$ cat src/verilog/mssig_regs.vh
`ifndef MSSIG_REGS_VH
`define MSSIG_REGS_VH
// system clock rate
`define MSSIG_CLK_HZ          125000000
// blink toggle rates: a full cycle per period, so toggle twice as often
`define MSSIG_RATE_1HZ        1
`define MSSIG_RATE_2HZ        2
`define MSSIG_RATE_10HZ       10
// half periods in clock cycles
`define MSSIG_HALF_1HZ        (`MSSIG_CLK_HZ / (2 * `MSSIG_RATE_1HZ))
`define MSSIG_HALF_2HZ        (`MSSIG_CLK_HZ / (2 * `MSSIG_RATE_2HZ))
`define MSSIG_HALF_10HZ       (`MSSIG_CLK_HZ / (2 * `MSSIG_RATE_10HZ))
// connectable wake window and its period
`define MSSIG_WAKE_MS         11
`define MSSIG_PERIOD_MS       2500
`define MSSIG_BOOT_MS         500
`define MSSIG_WAKE_CYC        ((`MSSIG_CLK_HZ / 1000) * `MSSIG_WAKE_MS)
`define MSSIG_PERIOD_CYC      ((`MSSIG_CLK_HZ / 1000) * `MSSIG_PERIOD_MS)
`define MSSIG_BOOT_CYC        ((`MSSIG_CLK_HZ / 1000) * `MSSIG_BOOT_MS)
// green led modes
`define MSSIG_LED_OFF         3'h0
`define MSSIG_LED_10HZ        3'h1
`define MSSIG_LED_2HZ         3'h2
`define MSSIG_LED_1HZ         3'h3
`define MSSIG_LED_ON          3'h4
`endif

$ cat src/verilog/mssig_blink.v
`timescale 1ns/1ps
// free running square wave: toggles every half_cyc cycles while enabled
module mssig_blink (
  input  wire        clk,
  input  wire        rst_n,
  input  wire        ce,
  input  wire        run,
  input  wire [27:0] half_cyc,
  output reg         wave_reg
);
  reg [27:0] cnt_reg;

  // restart from low whenever not running, so each blink starts clean
  always @(posedge clk or negedge rst_n) begin
    if (!rst_n) begin
      cnt_reg  <= 28'h0000000;
      wave_reg <= 1'b0;
    end else if (ce) begin
      if (!run) begin
        cnt_reg  <= 28'h0000000;
        wave_reg <= 1'b0;
      end else if (cnt_reg >= half_cyc - 28'h0000001) begin
        cnt_reg  <= 28'h0000000;
        wave_reg <= ~wave_reg;
      end else begin
        cnt_reg <= cnt_reg + 28'h0000001;
      end
    end
  end
endmodule // mssig_blink

$ cat src/verilog/mssig_status.v
`timescale 1ns/1ps
`include "mssig_regs.vh"
// Summary of operation
// - status pin: 1Hz discoverable, 10Hz command, low connected
// - link state pin follows connection directly
// - green led rate follows operating mode
// - blue led shows radio transmit activity
// - host cts high sleeps when neither connected nor in command mode, low wakes
// - flow control on at power up
// - wake 11ms every 2.5s while in deep sleep
// - command mode refused until 500ms after boot
module mssig_status #(
  parameter PERIOD_CYC = `MSSIG_PERIOD_CYC,
  parameter WAKE_CYC   = `MSSIG_WAKE_CYC,
  parameter BOOT_CYC    = `MSSIG_BOOT_CYC,
  parameter HALF_1_CYC  = `MSSIG_HALF_1HZ,
  parameter HALF_2_CYC  = `MSSIG_HALF_2HZ,
  parameter HALF_10_CYC = `MSSIG_HALF_10HZ
) (
  input  wire clk,
  input  wire rst_n,
  input  wire ce,
  input  wire connected,
  input  wire discoverable,
  input  wire cmd_req,
  input  wire configuring,
  input  wire config_window,
  input  wire radio_tx,
  input  wire host_rts,
  input  wire uart_busy,
  input  wire flow_ctl_dis,
  output wire status_blink_pin,
  output wire link_state_pin,
  output reg  green_led,
  output wire blue_led,
  output wire dev_rts_n,
  output wire cmd_mode,
  output wire deep_sleep,
  output wire radio_on,
  output wire boot_done
);
  reg [31:0] boot_cnt_reg;
  reg [31:0] duty_cnt_reg;
  reg        conn_reg;
  reg        cmd_reg;
  reg        blue_reg;
  reg        rts_n_reg;
  reg        flow_en_reg;
  reg  [2:0] led_mode;
  reg  [2:0] op_state;
  reg        status_next;
  wire       w1;
  wire       w2;
  wire       w10;

  // operating states; connected outranks command outranks discoverable
  localparam ST_BOOT = 3'h0;
  localparam ST_IDLE = 3'h1;
  localparam ST_DISC = 3'h2;
  localparam ST_CMD  = 3'h3;
  localparam ST_CONN = 3'h4;

  // one step of a counter, shared by the boot and duty timers
  function [31:0] count_up;
    input [31:0] value;
    begin
      count_up = value + 32'h00000001;
    end
  endfunction

  // blink half periods stay below 2^28 cycles, so the top bits are dropped
  function [27:0] to_half;
    input [31:0] cyc;
    begin
      to_half = cyc[27:0];
    end
  endfunction

  // green led rate from state; configuring outranks startup
  function [2:0] green_rate;
    input [2:0] state;
    input       cfg;
    input       cfg_win;
    begin
      if (state == ST_CONN)
        green_rate = `MSSIG_LED_ON;
      else if (cfg || state == ST_CMD)
        green_rate = `MSSIG_LED_10HZ;
      else if (cfg_win || state == ST_BOOT)
        green_rate = `MSSIG_LED_2HZ;
      else
        green_rate = `MSSIG_LED_1HZ;
    end
  endfunction

  // boot timer; saturates so the gate opens once and stays open
  always @(posedge clk or negedge rst_n) begin
    if (!rst_n) begin
      boot_cnt_reg <= 32'h00000000;
    end else if (ce && boot_cnt_reg < BOOT_CYC) begin
      boot_cnt_reg <= count_up(boot_cnt_reg);
    end
  end
  assign boot_done = (boot_cnt_reg >= BOOT_CYC);

  // registered state; command mode only accepted after boot
  always @(posedge clk or negedge rst_n) begin
    if (!rst_n) begin
      conn_reg    <= 1'b0;
      cmd_reg     <= 1'b0;
      blue_reg    <= 1'b0;
      flow_en_reg <= 1'b1;
      rts_n_reg   <= 1'b0;
    end else if (ce) begin
      conn_reg    <= connected;
      cmd_reg     <= cmd_req && boot_done;
      blue_reg    <= radio_tx;
      flow_en_reg <= ~flow_ctl_dis;
      // rts low means ready; with flow off never block the host
      rts_n_reg   <= flow_en_reg ? uart_busy : 1'b0;
    end
  end
  assign cmd_mode       = cmd_reg;
  assign link_state_pin = conn_reg;
  assign blue_led       = blue_reg;
  assign dev_rts_n      = rts_n_reg;

  // host rts drives our cts: high allows sleep, low wakes
  assign deep_sleep = host_rts && !conn_reg && !cmd_reg;

  // connectable duty cycle while asleep; radio on in first window
  always @(posedge clk or negedge rst_n) begin
    if (!rst_n) begin
      duty_cnt_reg <= 32'h00000000;
    end else if (ce) begin
      if (!deep_sleep || duty_cnt_reg >= PERIOD_CYC - 1)
        duty_cnt_reg <= 32'h00000000;
      else
        duty_cnt_reg <= count_up(duty_cnt_reg);
    end
  end
  assign radio_on = !deep_sleep || (duty_cnt_reg < WAKE_CYC);

  // one blinker per rate, counted from the system clock
  // waves free run, so a state change picks up mid blink rather than restarting
  mssig_blink u_b1 (
    .clk      (clk),
    .rst_n    (rst_n),
    .ce       (ce),
    .run      (1'b1),
    .half_cyc (to_half(HALF_1_CYC)),
    .wave_reg (w1)
  );
  mssig_blink u_b2 (
    .clk      (clk),
    .rst_n    (rst_n),
    .ce       (ce),
    .run      (1'b1),
    .half_cyc (to_half(HALF_2_CYC)),
    .wave_reg (w2)
  );
  mssig_blink u_b10 (
    .clk      (clk),
    .rst_n    (rst_n),
    .ce       (ce),
    .run      (1'b1),
    .half_cyc (to_half(HALF_10_CYC)),
    .wave_reg (w10)
  );

  // operating state: connected wins, then command, then boot, then discoverable
  always @* begin
    if (conn_reg)
      op_state = ST_CONN;
    else if (cmd_reg)
      op_state = ST_CMD;
    else if (!boot_done)
      op_state = ST_BOOT;
    else if (discoverable)
      op_state = ST_DISC;
    else
      op_state = ST_IDLE;
  end

  // status pin decode; low in every state with nothing to show
  always @* begin
    case (op_state)
      ST_CONN: status_next = 1'b0;
      ST_CMD:  status_next = w10;
      ST_DISC: status_next = w1;
      ST_BOOT: status_next = discoverable ? w1 : 1'b0;
      default: status_next = 1'b0;
    endcase
  end
  assign status_blink_pin = status_next;

  // green led mode priority
  always @* begin
    led_mode = green_rate(op_state, configuring, config_window);
  end

  // led registered so it never glitches on mode change
  always @(posedge clk or negedge rst_n) begin
    if (!rst_n) begin
      green_led <= 1'b0;
    end else if (ce) begin
      case (led_mode)
        `MSSIG_LED_ON:   green_led <= 1'b1;
        `MSSIG_LED_10HZ: green_led <= w10;
        `MSSIG_LED_2HZ:  green_led <= w2;
        `MSSIG_LED_1HZ:  green_led <= w1;
        default:         green_led <= 1'b0;
      endcase
    end
  end
endmodule // mssig_status

$ cat config.mk
export PLATFORM = sky130hd
export DESIGN_NAME = mssig_status
export DESIGN_NICKNAME = d
export VERILOG_FILES = /design/src/verilog/mssig_blink.v /design/src/verilog/mssig_status.v
export VERILOG_INCLUDE_DIRS = /design/src /design/src/verilog
export SDC_FILE = /design/constraint.sdc
export NUM_CORES = 1
export LEC_CHECK = 0
export BUFFER_PORTS_ARGS = -buffer_cell sky130_fd_sc_hd__buf_2
export CAP_MARGIN = 20
export CORE_UTILIZATION = 55
export CTS_BUF_LIST = sky130_fd_sc_hd__clkbuf_8
export DETAILED_ROUTE_END_ITERATION = 10
export GPL_ROUTABILITY_DRIVEN = 0
export PLACE_DENSITY = 0.8
export SLEW_MARGIN = 20
export SYNTH_ARGS = -nofsm -noshare
export SYNTH_HDL_FRONTEND = slang
export SYNTH_HIERARCHICAL = 1
export SYNTH_SLANG_ARGS = --single-unit
$ cat constraint.sdc
create_clock -name clk -period 3 [get_ports clk]
set_clock_uncertainty 0.15 [all_clocks]
set_input_delay 0.3 -clock clk [delete_from_list [all_inputs] [get_ports clk]]
set_output_delay 0.3 -clock clk [all_outputs]
set_load 0.03 [all_outputs]
==> results of run 1 <==
worst paths after layout:
check,from,end,slack [ns]
worst max-delay path,boot_cnt_reg[22],boot_done,0.18
worst min-delay path,config_window,green_led,0.04
worst max register to register,u_b10/cnt_reg[15],u_b10/wave_reg,0.28
worst min register to register,boot_cnt_reg[29],boot_cnt_reg[29],0.23
max in group asynchronous,rst_n,u_b10/cnt_reg[14],1.64
min in group asynchronous,rst_n,boot_cnt_reg[5],0.26
power groups by stage:
stage / clock (uW) / combinational (uW) / sequential, uW
finish: 1440 / 623 / 2290
global route: 1550 / 711 / 2310
detailed placement: 0 / 598 / 2330
global placement: 0 / 573 / 2330
floorplan: 0 / 441 / 2320
CTS: 1480 / 608 / 2290
routing by layer:
layer / up-vias / track usage [%] / part of all wire, %
li1: 4641 / - / -
met1: 4227 / 28.2 / 46
met5: - / 0 / 0
met2: 148 / 39.8 / 50
met4: 0 / 5.82 / 1.0
met3: 17 / 3.28 / 3.2
logic make-up after synthesis:
family | Yosys count | share of synthesized area (%)
AND/OR/NAND/NOR | 551 | 27.2
XOR/XNOR | 194 | 15.2
flip-flops | 157 | 35.2
AO/OA/AOI/OAI | 131 | 8.45
adder cells (fa/ha/maj) | 93 | 10.4
buffers and inverters | 63 | 2.28
multiplexers | 11 | 1.04
other | 2 | 0.0674
worst max-delay path, cell delays in order (launching register included):
cell     delay (ns)
dfrtp_1        0.43
nor3_1         0.33
nor3b_1        0.60
a21oi_1        0.25
inv_1          0.10
buf_2          0.19
cells in the final DEF (no fill, tap or decap), types with 5 or more instances in the layout:
| cell type | count |
|---|---|
| o31ai_1 | 8 |
| and3_1 | 28 |
| clkbuf_8 | 17 |
| nor3_1 | 36 |
| a211oi_1 | 8 |
| nor4_1 | 19 |
| nand4_1 | 54 |
| and2_1 | 10 |
| nand3b_1 | 5 |
| o2bb2ai_1 | 9 |
| ha_1 | 93 |
| nand2_1 | 81 |
| buf_4 | 11 |
| dlygate4sd3_1 | 6 |
| or3_1 | 13 |
| dfrtp_1 | 156 |
| nand3_1 | 59 |
| or4_1 | 5 |
| inv_1 | 38 |
| nor3_2 | 7 |
| nor2_1 | 163 |
| nor2b_1 | 6 |
| nor4_4 | 9 |
| or4_4 | 6 |
| a21oi_1 | 32 |
| and4_1 | 6 |
| nand2b_1 | 14 |
| xor2_1 | 71 |
| xnor2_1 | 123 |
| nand3_2 | 8 |
| nor3b_1 | 8 |
| o21ai_0 | 19 |
| conb_1 | 281 |
| mux2i_1 | 6 |
| a31oi_1 | 11 |
| buf_2 | 19 |
| a21o_1 | 5 |
synth_stat cells (10+ instances only):
| master | count |
|---|---|
| nor2_1 | 163 |
| dfrtp_1 | 156 |
| xnor2_1 | 123 |
| ha_1 | 93 |
| nand2_1 | 81 |
| xor2_1 | 71 |
| nand3_1 | 59 |
| nand4_1 | 54 |
| inv_1 | 37 |
| nor3_1 | 36 |
| a21oi_1 | 33 |
| and3_1 | 28 |
| nor4_1 | 20 |
| o21ai_0 | 19 |
| clkbuf_1 | 15 |
| nand2b_1 | 14 |
| or3_1 | 13 |
| a31oi_1 | 11 |
| and2_1 | 10 |
cell type report:
| class | instances | area, um^2 | area share (%) |
|---|---|---|---|
| Clock inverter | 15 | 114 | 0.873 |
| Inverter | 38 | 143 | 1.09 |
| Multi-Input combinational cell | 1261 | 8020 | 61.5 |
| Clock buffer | 17 | 234 | 1.79 |
| Sequential cell | 157 | 3930 | 30.1 |
| Timing Repair Buffer | 38 | 269 | 2.06 |
| Tap cell | 265 | 332 | 2.54 |
timing repair:
action,CTS,global route
endpoints found under the setup margin,0,1
hold buffers,6,0
buffers inserted,0,0
resized for setup,0,1
endpoints found under the hold margin,72,0
per-stage QoR:
| stage | std cells | util [%] |
|---|---|---|
| final | 1791 | 66.4 |
| after global routing | 1791 | 66.4 |
| after CTS | 1791 | 66.3 |
| after detailed placement | 1753 | 64.3 |
| after global placement | 1753 | 64.3 |
| after floorplan | 1481 | - |
==> flow_summary_export.csv, run 1 <==
group,metric,value,unit
die,dieArea,0.0208,mm^2
global_routing,antenna_found_initial,0,
sta,setup-tns-final,0,ns
sta,whs,0.0443,ns
sta,hold_viol,0,
clock_network,clock-sinks,157,
synth,yosysTopAreaCell,"dfrtp_1",
finish,drive_gt1_share,7.86,%
sta,setup_ws,0.181,ns
power,power_frac_comb,14.3,%
min_path,hold_depth,3,
synth,synth.avg_cell_area,9.28,um^2
synth,ys_warn_count,6,
detailed_routing,viasPerCell,5.04,
clock_network,cts_made_buffers,17,
setup_path,path_class,"reg2out",
synth,synthCells,1202,
synth,synth_edf_count,0,
synth,synth_area_leaders,"dfrtp_1 (35%), ha_1 (10%), xnor2_1 (9.7%), xor2_1 (5.6%), nor2_1 (5.5%)",
setup_path,rr_worst_depth,7,
die,start_util,56.7,%
detailed_routing,wire_per_inst,12.1,um
die,die_y,144,um
sta,min_period,2.82,ns
sta,min_period_over_period,94.0,%
detailed_routing,antenna_left,0,
setup_path,worstSetupEndpointType,"output port",
min_path,holdCritPathClass,"in2reg",
power,p_int,3030,uW
synth,synth_async_sr_flop_share,100,%
clock_network,clkTransAtPathRegs,0.09,ns
placed_design,dp_hpwl,16600,um
global_routing,grt_pass1_vias,8426,
power,power_density,334,mW/mm^2
die,rows,51,
detailed_routing,drtIter0Drc,320,
detailed_routing,drcViolationCount,0,
synth,synth-seq-area-share,35.2,%
power,peakVddDrop,0.285,mV
finish,diodes,0,
setup_path,cp_max_fo,5,
clock_network,clockRootBuffer,"clkbuf_8",
setup_path,required,2.55,ns
power,power.switching,1330,uW
power,pwr-share-clk,33.1,%
placed_design,placed_area,0.0126,mm^2
setup_path,worstSetupStartpointType,"register",
detailed_routing,dr.pass1.iters,5,
detailed_routing,dr_total_vias,9033,
clock_network,insertion_delay,0.45,ns
setup_path,arrival,2.37,ns
global_routing,grt_pass1_wl,37700,um
die,ios,21,
finish,nFillCells,1583,
power,swShare,30.6,%
sta,setup_viol,0,
sta,slew_headroom,51.2,%
global_routing,grt_max_degree,71,
clock_network,cts_tree,"built",
sta,max_freq,355,MHz
sta,rsz0062_at_grt,"no",
placed_design,port_buffers,20,
sta,worst_pin_slew,0.721,ns
placed_design,place_ws,0.277,ns
finish,nets,1618,
global_routing,track_usage,22.4,%
run_status,status,"completed",
synth,synth_seq_cells,157,
synth,synth_area,0.0111,mm^2
power,seqPwrFrac,52.6,%
flow_run,max-cap-violations,0,
finish,fin_area,0.0130,mm^2
synth,netlist.area_leader.share,35.0,%
sta,final_max_slew_viol_count,0,
power,finalPower,4360,uW
synth,ys.flop_type,"dfrtp_1",
clock_network,h-tree-depth,4,
synth,netlist-cell-type-count,72,
power,leakage,0.00608,uW
finish,syn2layout_area_growth,17.0,%
global_routing,grt-ovfl-total,0,
die,fp.dieW,144,um
die,fp.coreArea,0.0197,mm^2
detailed_routing,routed_wl,21700,um
clock_network,clock_path_buffers,2,
Note: power is estimated with default switching activity, not from simulation.
==> run 2, diff against run 1 <==
Clock period 3 ns to 3.18 ns, I/O delays scaled along.
==> run 2 against run 1 <==
Worst hold slack better by 0.063 ns. Critical path type unchanged. Worst setup slack better by 0.079 ns. Via count hardly changed. Final area is 0.66% higher. Wire length is 2.3% higher. Clock power is 9% higher.
==> flow_summary_export.csv, run 2 (same netlist as run 1, synthesis figures left out) <==
group,metric,value,unit
run_status,status,"completed",
finish,nets,1620,
setup_path,cp_max_fo,5,
power,swShare,32.3,%
flow_run,max-cap-violations,0,
sta,worst_pin_slew,0.787,ns
power,pwr-share-clk,36.3,%
min_path,hold_depth,2,
setup_path,r2r_start,"u_b10/cnt_reg[15]",
die,dieArea,0.0208,mm^2
clock_network,clock_path_buffers,2,
placed_design,placed_area,0.0126,mm^2
setup_path,path_class,"reg2out",
power,power.switching,1390,uW
detailed_routing,routed_wl,22200,um
die,start_util,56.7,%
global_routing,antenna_found_initial,0,
setup_path,worstSetupStartpointType,"register",
clock_network,clkTransAtPathRegs,0.12,ns
power,leakage,0.00612,uW
finish,drive_gt1_share,7.92,%
clock_network,clockRootBuffer,"clkbuf_8",
finish,final_cell_mix,"conb_1 (281), nor2_1 (163), dfrtp_1 (156)",
clock_network,h-tree-depth,4,
detailed_routing,viasPerCell,5.04,
clock_network,cts_tree,"built",
power,p_int,2920,uW
placed_design,port_buffers,20,
detailed_routing,wire_per_inst,12.4,um
detailed_routing,dr.pass1.iters,5,
power,seqPwrFrac,50.1,%
die,ios,21,
clock_network,cts_made_buffers,17,
power,finalPower,4310,uW
finish,final_core_util,66.8,%
setup_path,reg2reg_slack,0.43,ns
detailed_routing,antenna_left,0,
sta,whs,0.107,ns
clock_network,insertion_delay,0.48,ns
sta,setup_viol,0,
setup_path,timing.rr.end,"u_b10/wave_reg",
setup_path,worstSetupEndpointType,"output port",
sta,final_max_slew_viol_count,0,
detailed_routing,dr_total_vias,9040,
power,peakVddDrop,0.296,mV
power,power_density,328,mW/mm^2
min_path,holdCritPathClass,"in2reg",
global_routing,grt_max_degree,82,
sta,min_period,2.92,ns
placed_design,dp_hpwl,16700,um
global_routing,grt_pass1_vias,8611,
global_routing,grt-ovfl-total,0,
finish,fin_area,0.0131,mm^2
sta,setup-tns-final,0,ns
die,die_y,144,um
sta,hold_viol,0,
finish,final_common_cell,"conb_1",
die,fp.coreArea,0.0197,mm^2
detailed_routing,drcViolationCount,0,
power,power_frac_comb,13.6,%
sta,max_freq,342,MHz
sta,slew_headroom,46.7,%
setup_path,arrival,2.45,ns
global_routing,track_usage,23.0,%
finish,diodes,0,
clock_network,clock-sinks,157,
sta,min_period_over_period,91.8,%
setup_path,rr_worst_depth,7,
finish,syn2layout_area_growth,17.8,%
die,rows,51,
die,fp.dieW,144,um
detailed_routing,drtIter0Drc,315,
sta,rsz0062_at_grt,"no",
min_path,hold_end,"duty_cnt_reg[1]",
finish,nFillCells,1624,
global_routing,grt_pass1_wl,38200,um
clock_network,ctsResizeCount,0,
min_path,min_from,"ce",
setup_path,required,2.71,ns
==> run 2: cell count changes in the layout (fill, tap and decap cells not counted), sizes merged <==
cell | before | now
clkinvlp | 2 | 0
clkinv | 8 | 7
dlygate4sd3 | 6 | 7
buf | 32 | 33
inv | 43 | 46
==> run 2: stage by stage <==
step	setup slack, ns	std cells
after floorplan	0.604	1481
after global placement	0.560	1754
after detailed placement	0.463	1754
after CTS	0.241	1793
after global routing	0.150	1793
final	0.260	1793
==> run 2: power groups by stage <==
| stage | Combinational [uW] | Sequential [uW] | Clock, uW |
|---|---|---|---|
| after CTS | 571 | 2160 | 1600 |
| after global routing | 673 | 2170 | 1680 |
| after floorplan | 416 | 2190 | 0 |
| final | 584 | 2160 | 1570 |
| after global placement | 540 | 2200 | 0 |
| after detailed placement | 559 | 2200 | 0 |
==> run 2: worst max-delay path by stage <==
stage	startpoint	end	slack, ns	cells past startpoint
floorplan	u_b10/cnt_reg[15]	u_b10/cnt_reg[10]	0.60	8
global placement	u_b10/cnt_reg[15]	u_b10/wave_reg	0.56	7
detailed placement	u_b10/cnt_reg[15]	u_b10/wave_reg	0.46	7
CTS	boot_cnt_reg[22]	boot_done	0.24	5
global route	boot_cnt_reg[22]	boot_done	0.15	5
finish	boot_cnt_reg[22]	boot_done	0.26	5
==> run 2: final cells by class <==
cell class | count | area (um^2) | share of cell area, %
Timing Repair Buffer | 40 | 287 | 2.18
Clock buffer | 17 | 234 | 1.78
Tap cell | 265 | 332 | 2.53
Inverter | 38 | 143 | 1.09
Sequential cell | 157 | 3930 | 29.9
Clock inverter | 15 | 189 | 1.44
Multi-Input combinational cell | 1261 | 8020 | 61.1
==> run 2: what timing repair did <==
| item | in CTS | in global routing |
|---|---|---|
| hold buffers | 7 | 0 |
| buffers inserted | 0 | 0 |
| endpoints found under the hold margin | 84 | 0 |
==> run 2: critical path, cell delays in order (launching register included) <==
cell,delay [ns]
dfrtp_1,0.45
nor3_1,0.36
nor3b_1,0.63
a21oi_1,0.23
inv_1,0.09
buf_2,0.20
==> run 2: routing by layer <==
| metal | vias up | share of wire, % | track usage, % |
|---|---|---|---|
| met2 | 125 | 50 | 40.7 |
| li1 | 4649 | - | - |
| met3 | 33 | 2.8 | 4.37 |
| met1 | 4233 | 46 | 28.0 |
| met5 | - | 0 | 0 |
| met4 | 0 | 1.6 | 6.93 |
==> run 3, diff against run 2 <==
Settings changed: PLACE_DENSITY 0.8 to 0.69.
==> run 3 against run 2 <==
Combinational power about the same. Worst hold slack worse by 0.075 ns. First-iteration DRC count up 25%. Global-route usage up 0.17 points. Largest power group unchanged. Critical path depth unchanged. Total power down 1.7%.
==> flow_summary_export.csv, run 3 (same netlist as run 1, synthesis figures left out) <==
group,metric,value,unit
clock_network,ctsResizeCount,0,
detailed_routing,drcViolationCount,0,
global_routing,grt_pass1_vias,8265,
power,leakage,0.00610,uW
clock_network,hold_buffers,6,
die,die_y,144,um
clock_network,clockRootBuffer,"clkbuf_8",
finish,final_core_util,66.7,%
sta,min_period_over_period,89.7,%
clock_network,h-tree-depth,4,
setup_path,cp_slowest_cell,"nor3b_1",
sta,hold_viol,0,
power,peakVddDrop,0.278,mV
detailed_routing,viasPerCell,4.93,
die,ios,21,
clock_network,post_cts_buffers,0,
detailed_routing,drtIter0Drc,393,
sta,max_freq,351,MHz
setup_path,worstSetupEndpointType,"output port",
finish,syn2layout_area_growth,17.6,%
detailed_routing,routed_wl,22100,um
die,dieArea,0.0208,mm^2
placed_design,dp_hpwl,17000,um
setup_path,cp_max_fo,5,
die,rows,51,
setup_path,required,2.71,ns
clock_network,insertion_delay,0.48,ns
clock_network,cts_tree,"built",
global_routing,grt_pass1_wl,38300,um
setup_path,worstSetupStartpointType,"register",
detailed_routing,antenna_left,0,
sta,slew_headroom,53.0,%
setup_path,worstPathCellList,"nor3_1 -> nor3b_1 -> a21oi_1 -> inv_1 -> buf_2",
die,start_util,56.7,%
power,power_density,324,mW/mm^2
sta,setup-tns-final,0,ns
sta,min_period,2.85,ns
global_routing,track_usage,23.1,%
global_routing,antenna_found_initial,2,
sta,worst_pin_slew,0.694,ns
clock_network,clkTransAtPathRegs,0.10,ns
sta,final_max_slew_viol_count,0,
detailed_routing,dr.pass1.iters,4,
setup_path,path_class,"reg2out",
finish,final_common_cell,"conb_1",
clock_network,cts_made_buffers,17,
global_routing,grt-ovfl-total,0,
finish,nets,1620,
global_routing,grt_max_degree,64,
detailed_routing,wire_per_inst,12.3,um
run_status,status,"completed",
setup_path,arrival,2.38,ns
setup_path,worst_path_largest_cell_delay,0.57,ns
sta,rsz0062_at_grt,"no",
finish,drive_gt1_share,7.98,%
finish,final_cell_mix,"conb_1 (281), nor2_1 (163), dfrtp_1 (156)",
die,fp.coreArea,0.0197,mm^2
min_path,holdCritPathClass,"in2reg",
clock_network,clock-sinks,157,
die,fp.dieW,144,um
clock_network,clock_path_buffers,2,
flow_run,max-cap-violations,0,
sta,setup_viol,0,
placed_design,port_buffers,20,
detailed_routing,dr_total_vias,8855,
==> run 3: metrics by stage <==
stage               setup slack [ns]  power, uW  cells  cell area (um^2)  hold slack (ns)
global route                   0.155       4460   1794             13100           0.0150
floorplan                      0.604       2610   1481             12200           -0.128
global placement               0.599       2750   1755             12600            0.187
detailed placement             0.563       2760   1755             12600            0.196
CTS                            0.296       4280   1793             13100          0.00995
finish                         0.327       4240   1795             13100           0.0318
==> run 3: final timing paths <==
check | start | endpoint | slack, ns | cells past startpoint
worst max-delay path | boot_cnt_reg[22] | boot_done | 0.33 | 5
worst min-delay path | config_window | green_led | 0.03 | 3
worst max register to register | u_b10/cnt_reg[13] | u_b10/wave_reg | 0.52 | 7
worst min register to register | boot_cnt_reg[26] | boot_cnt_reg[26] | 0.24 | 0
max in group asynchronous | rst_n | u_b2/cnt_reg[11] | 1.76 | 3
min in group asynchronous | rst_n | boot_cnt_reg[8] | 0.21 | 2
==> run 3: power by group <==
group          switching (uW)  total (uW)  leakage, uW  internal [uW]
Combinational             350         581      0.00375            231
Clock                     903        1500     0.000199            595
Sequential               90.9        2160      0.00216           2070
Total                    1340        4240      0.00610           2900
==> run 3: final cells by class <==
cell class / instances / area, um^2
repair buffers: 40 / 284
clock buffers: 17 / 234
clock inverters: 15 / 163
flip-flops and latches: 157 / 3930
well taps: 265 / 332
multi-input cells: 1261 / 8020
inverters: 38 / 143
fillers: 1717 / 6550
diodes: 2 / 5.00
==> run 3: routing by layer <==
layer	GRT usage (%)	vias up	share of wire [%]
li1	-	4649	-
met1	30.2	4091	48
met2	39.0	89	48
met3	4.50	26	2.9
met4	6.26	0	1.3
met5	0	-	0
==> run 3: worst max-delay path: cells and delay by family (launching register included) <==
family | cells | cell delay [ns]
AO/OA/AOI/OAI | 1 | 0.23
flip-flops | 1 | 0.44
buffers and inverters | 2 | 0.34
AND/OR/NAND/NOR | 2 | 0.90
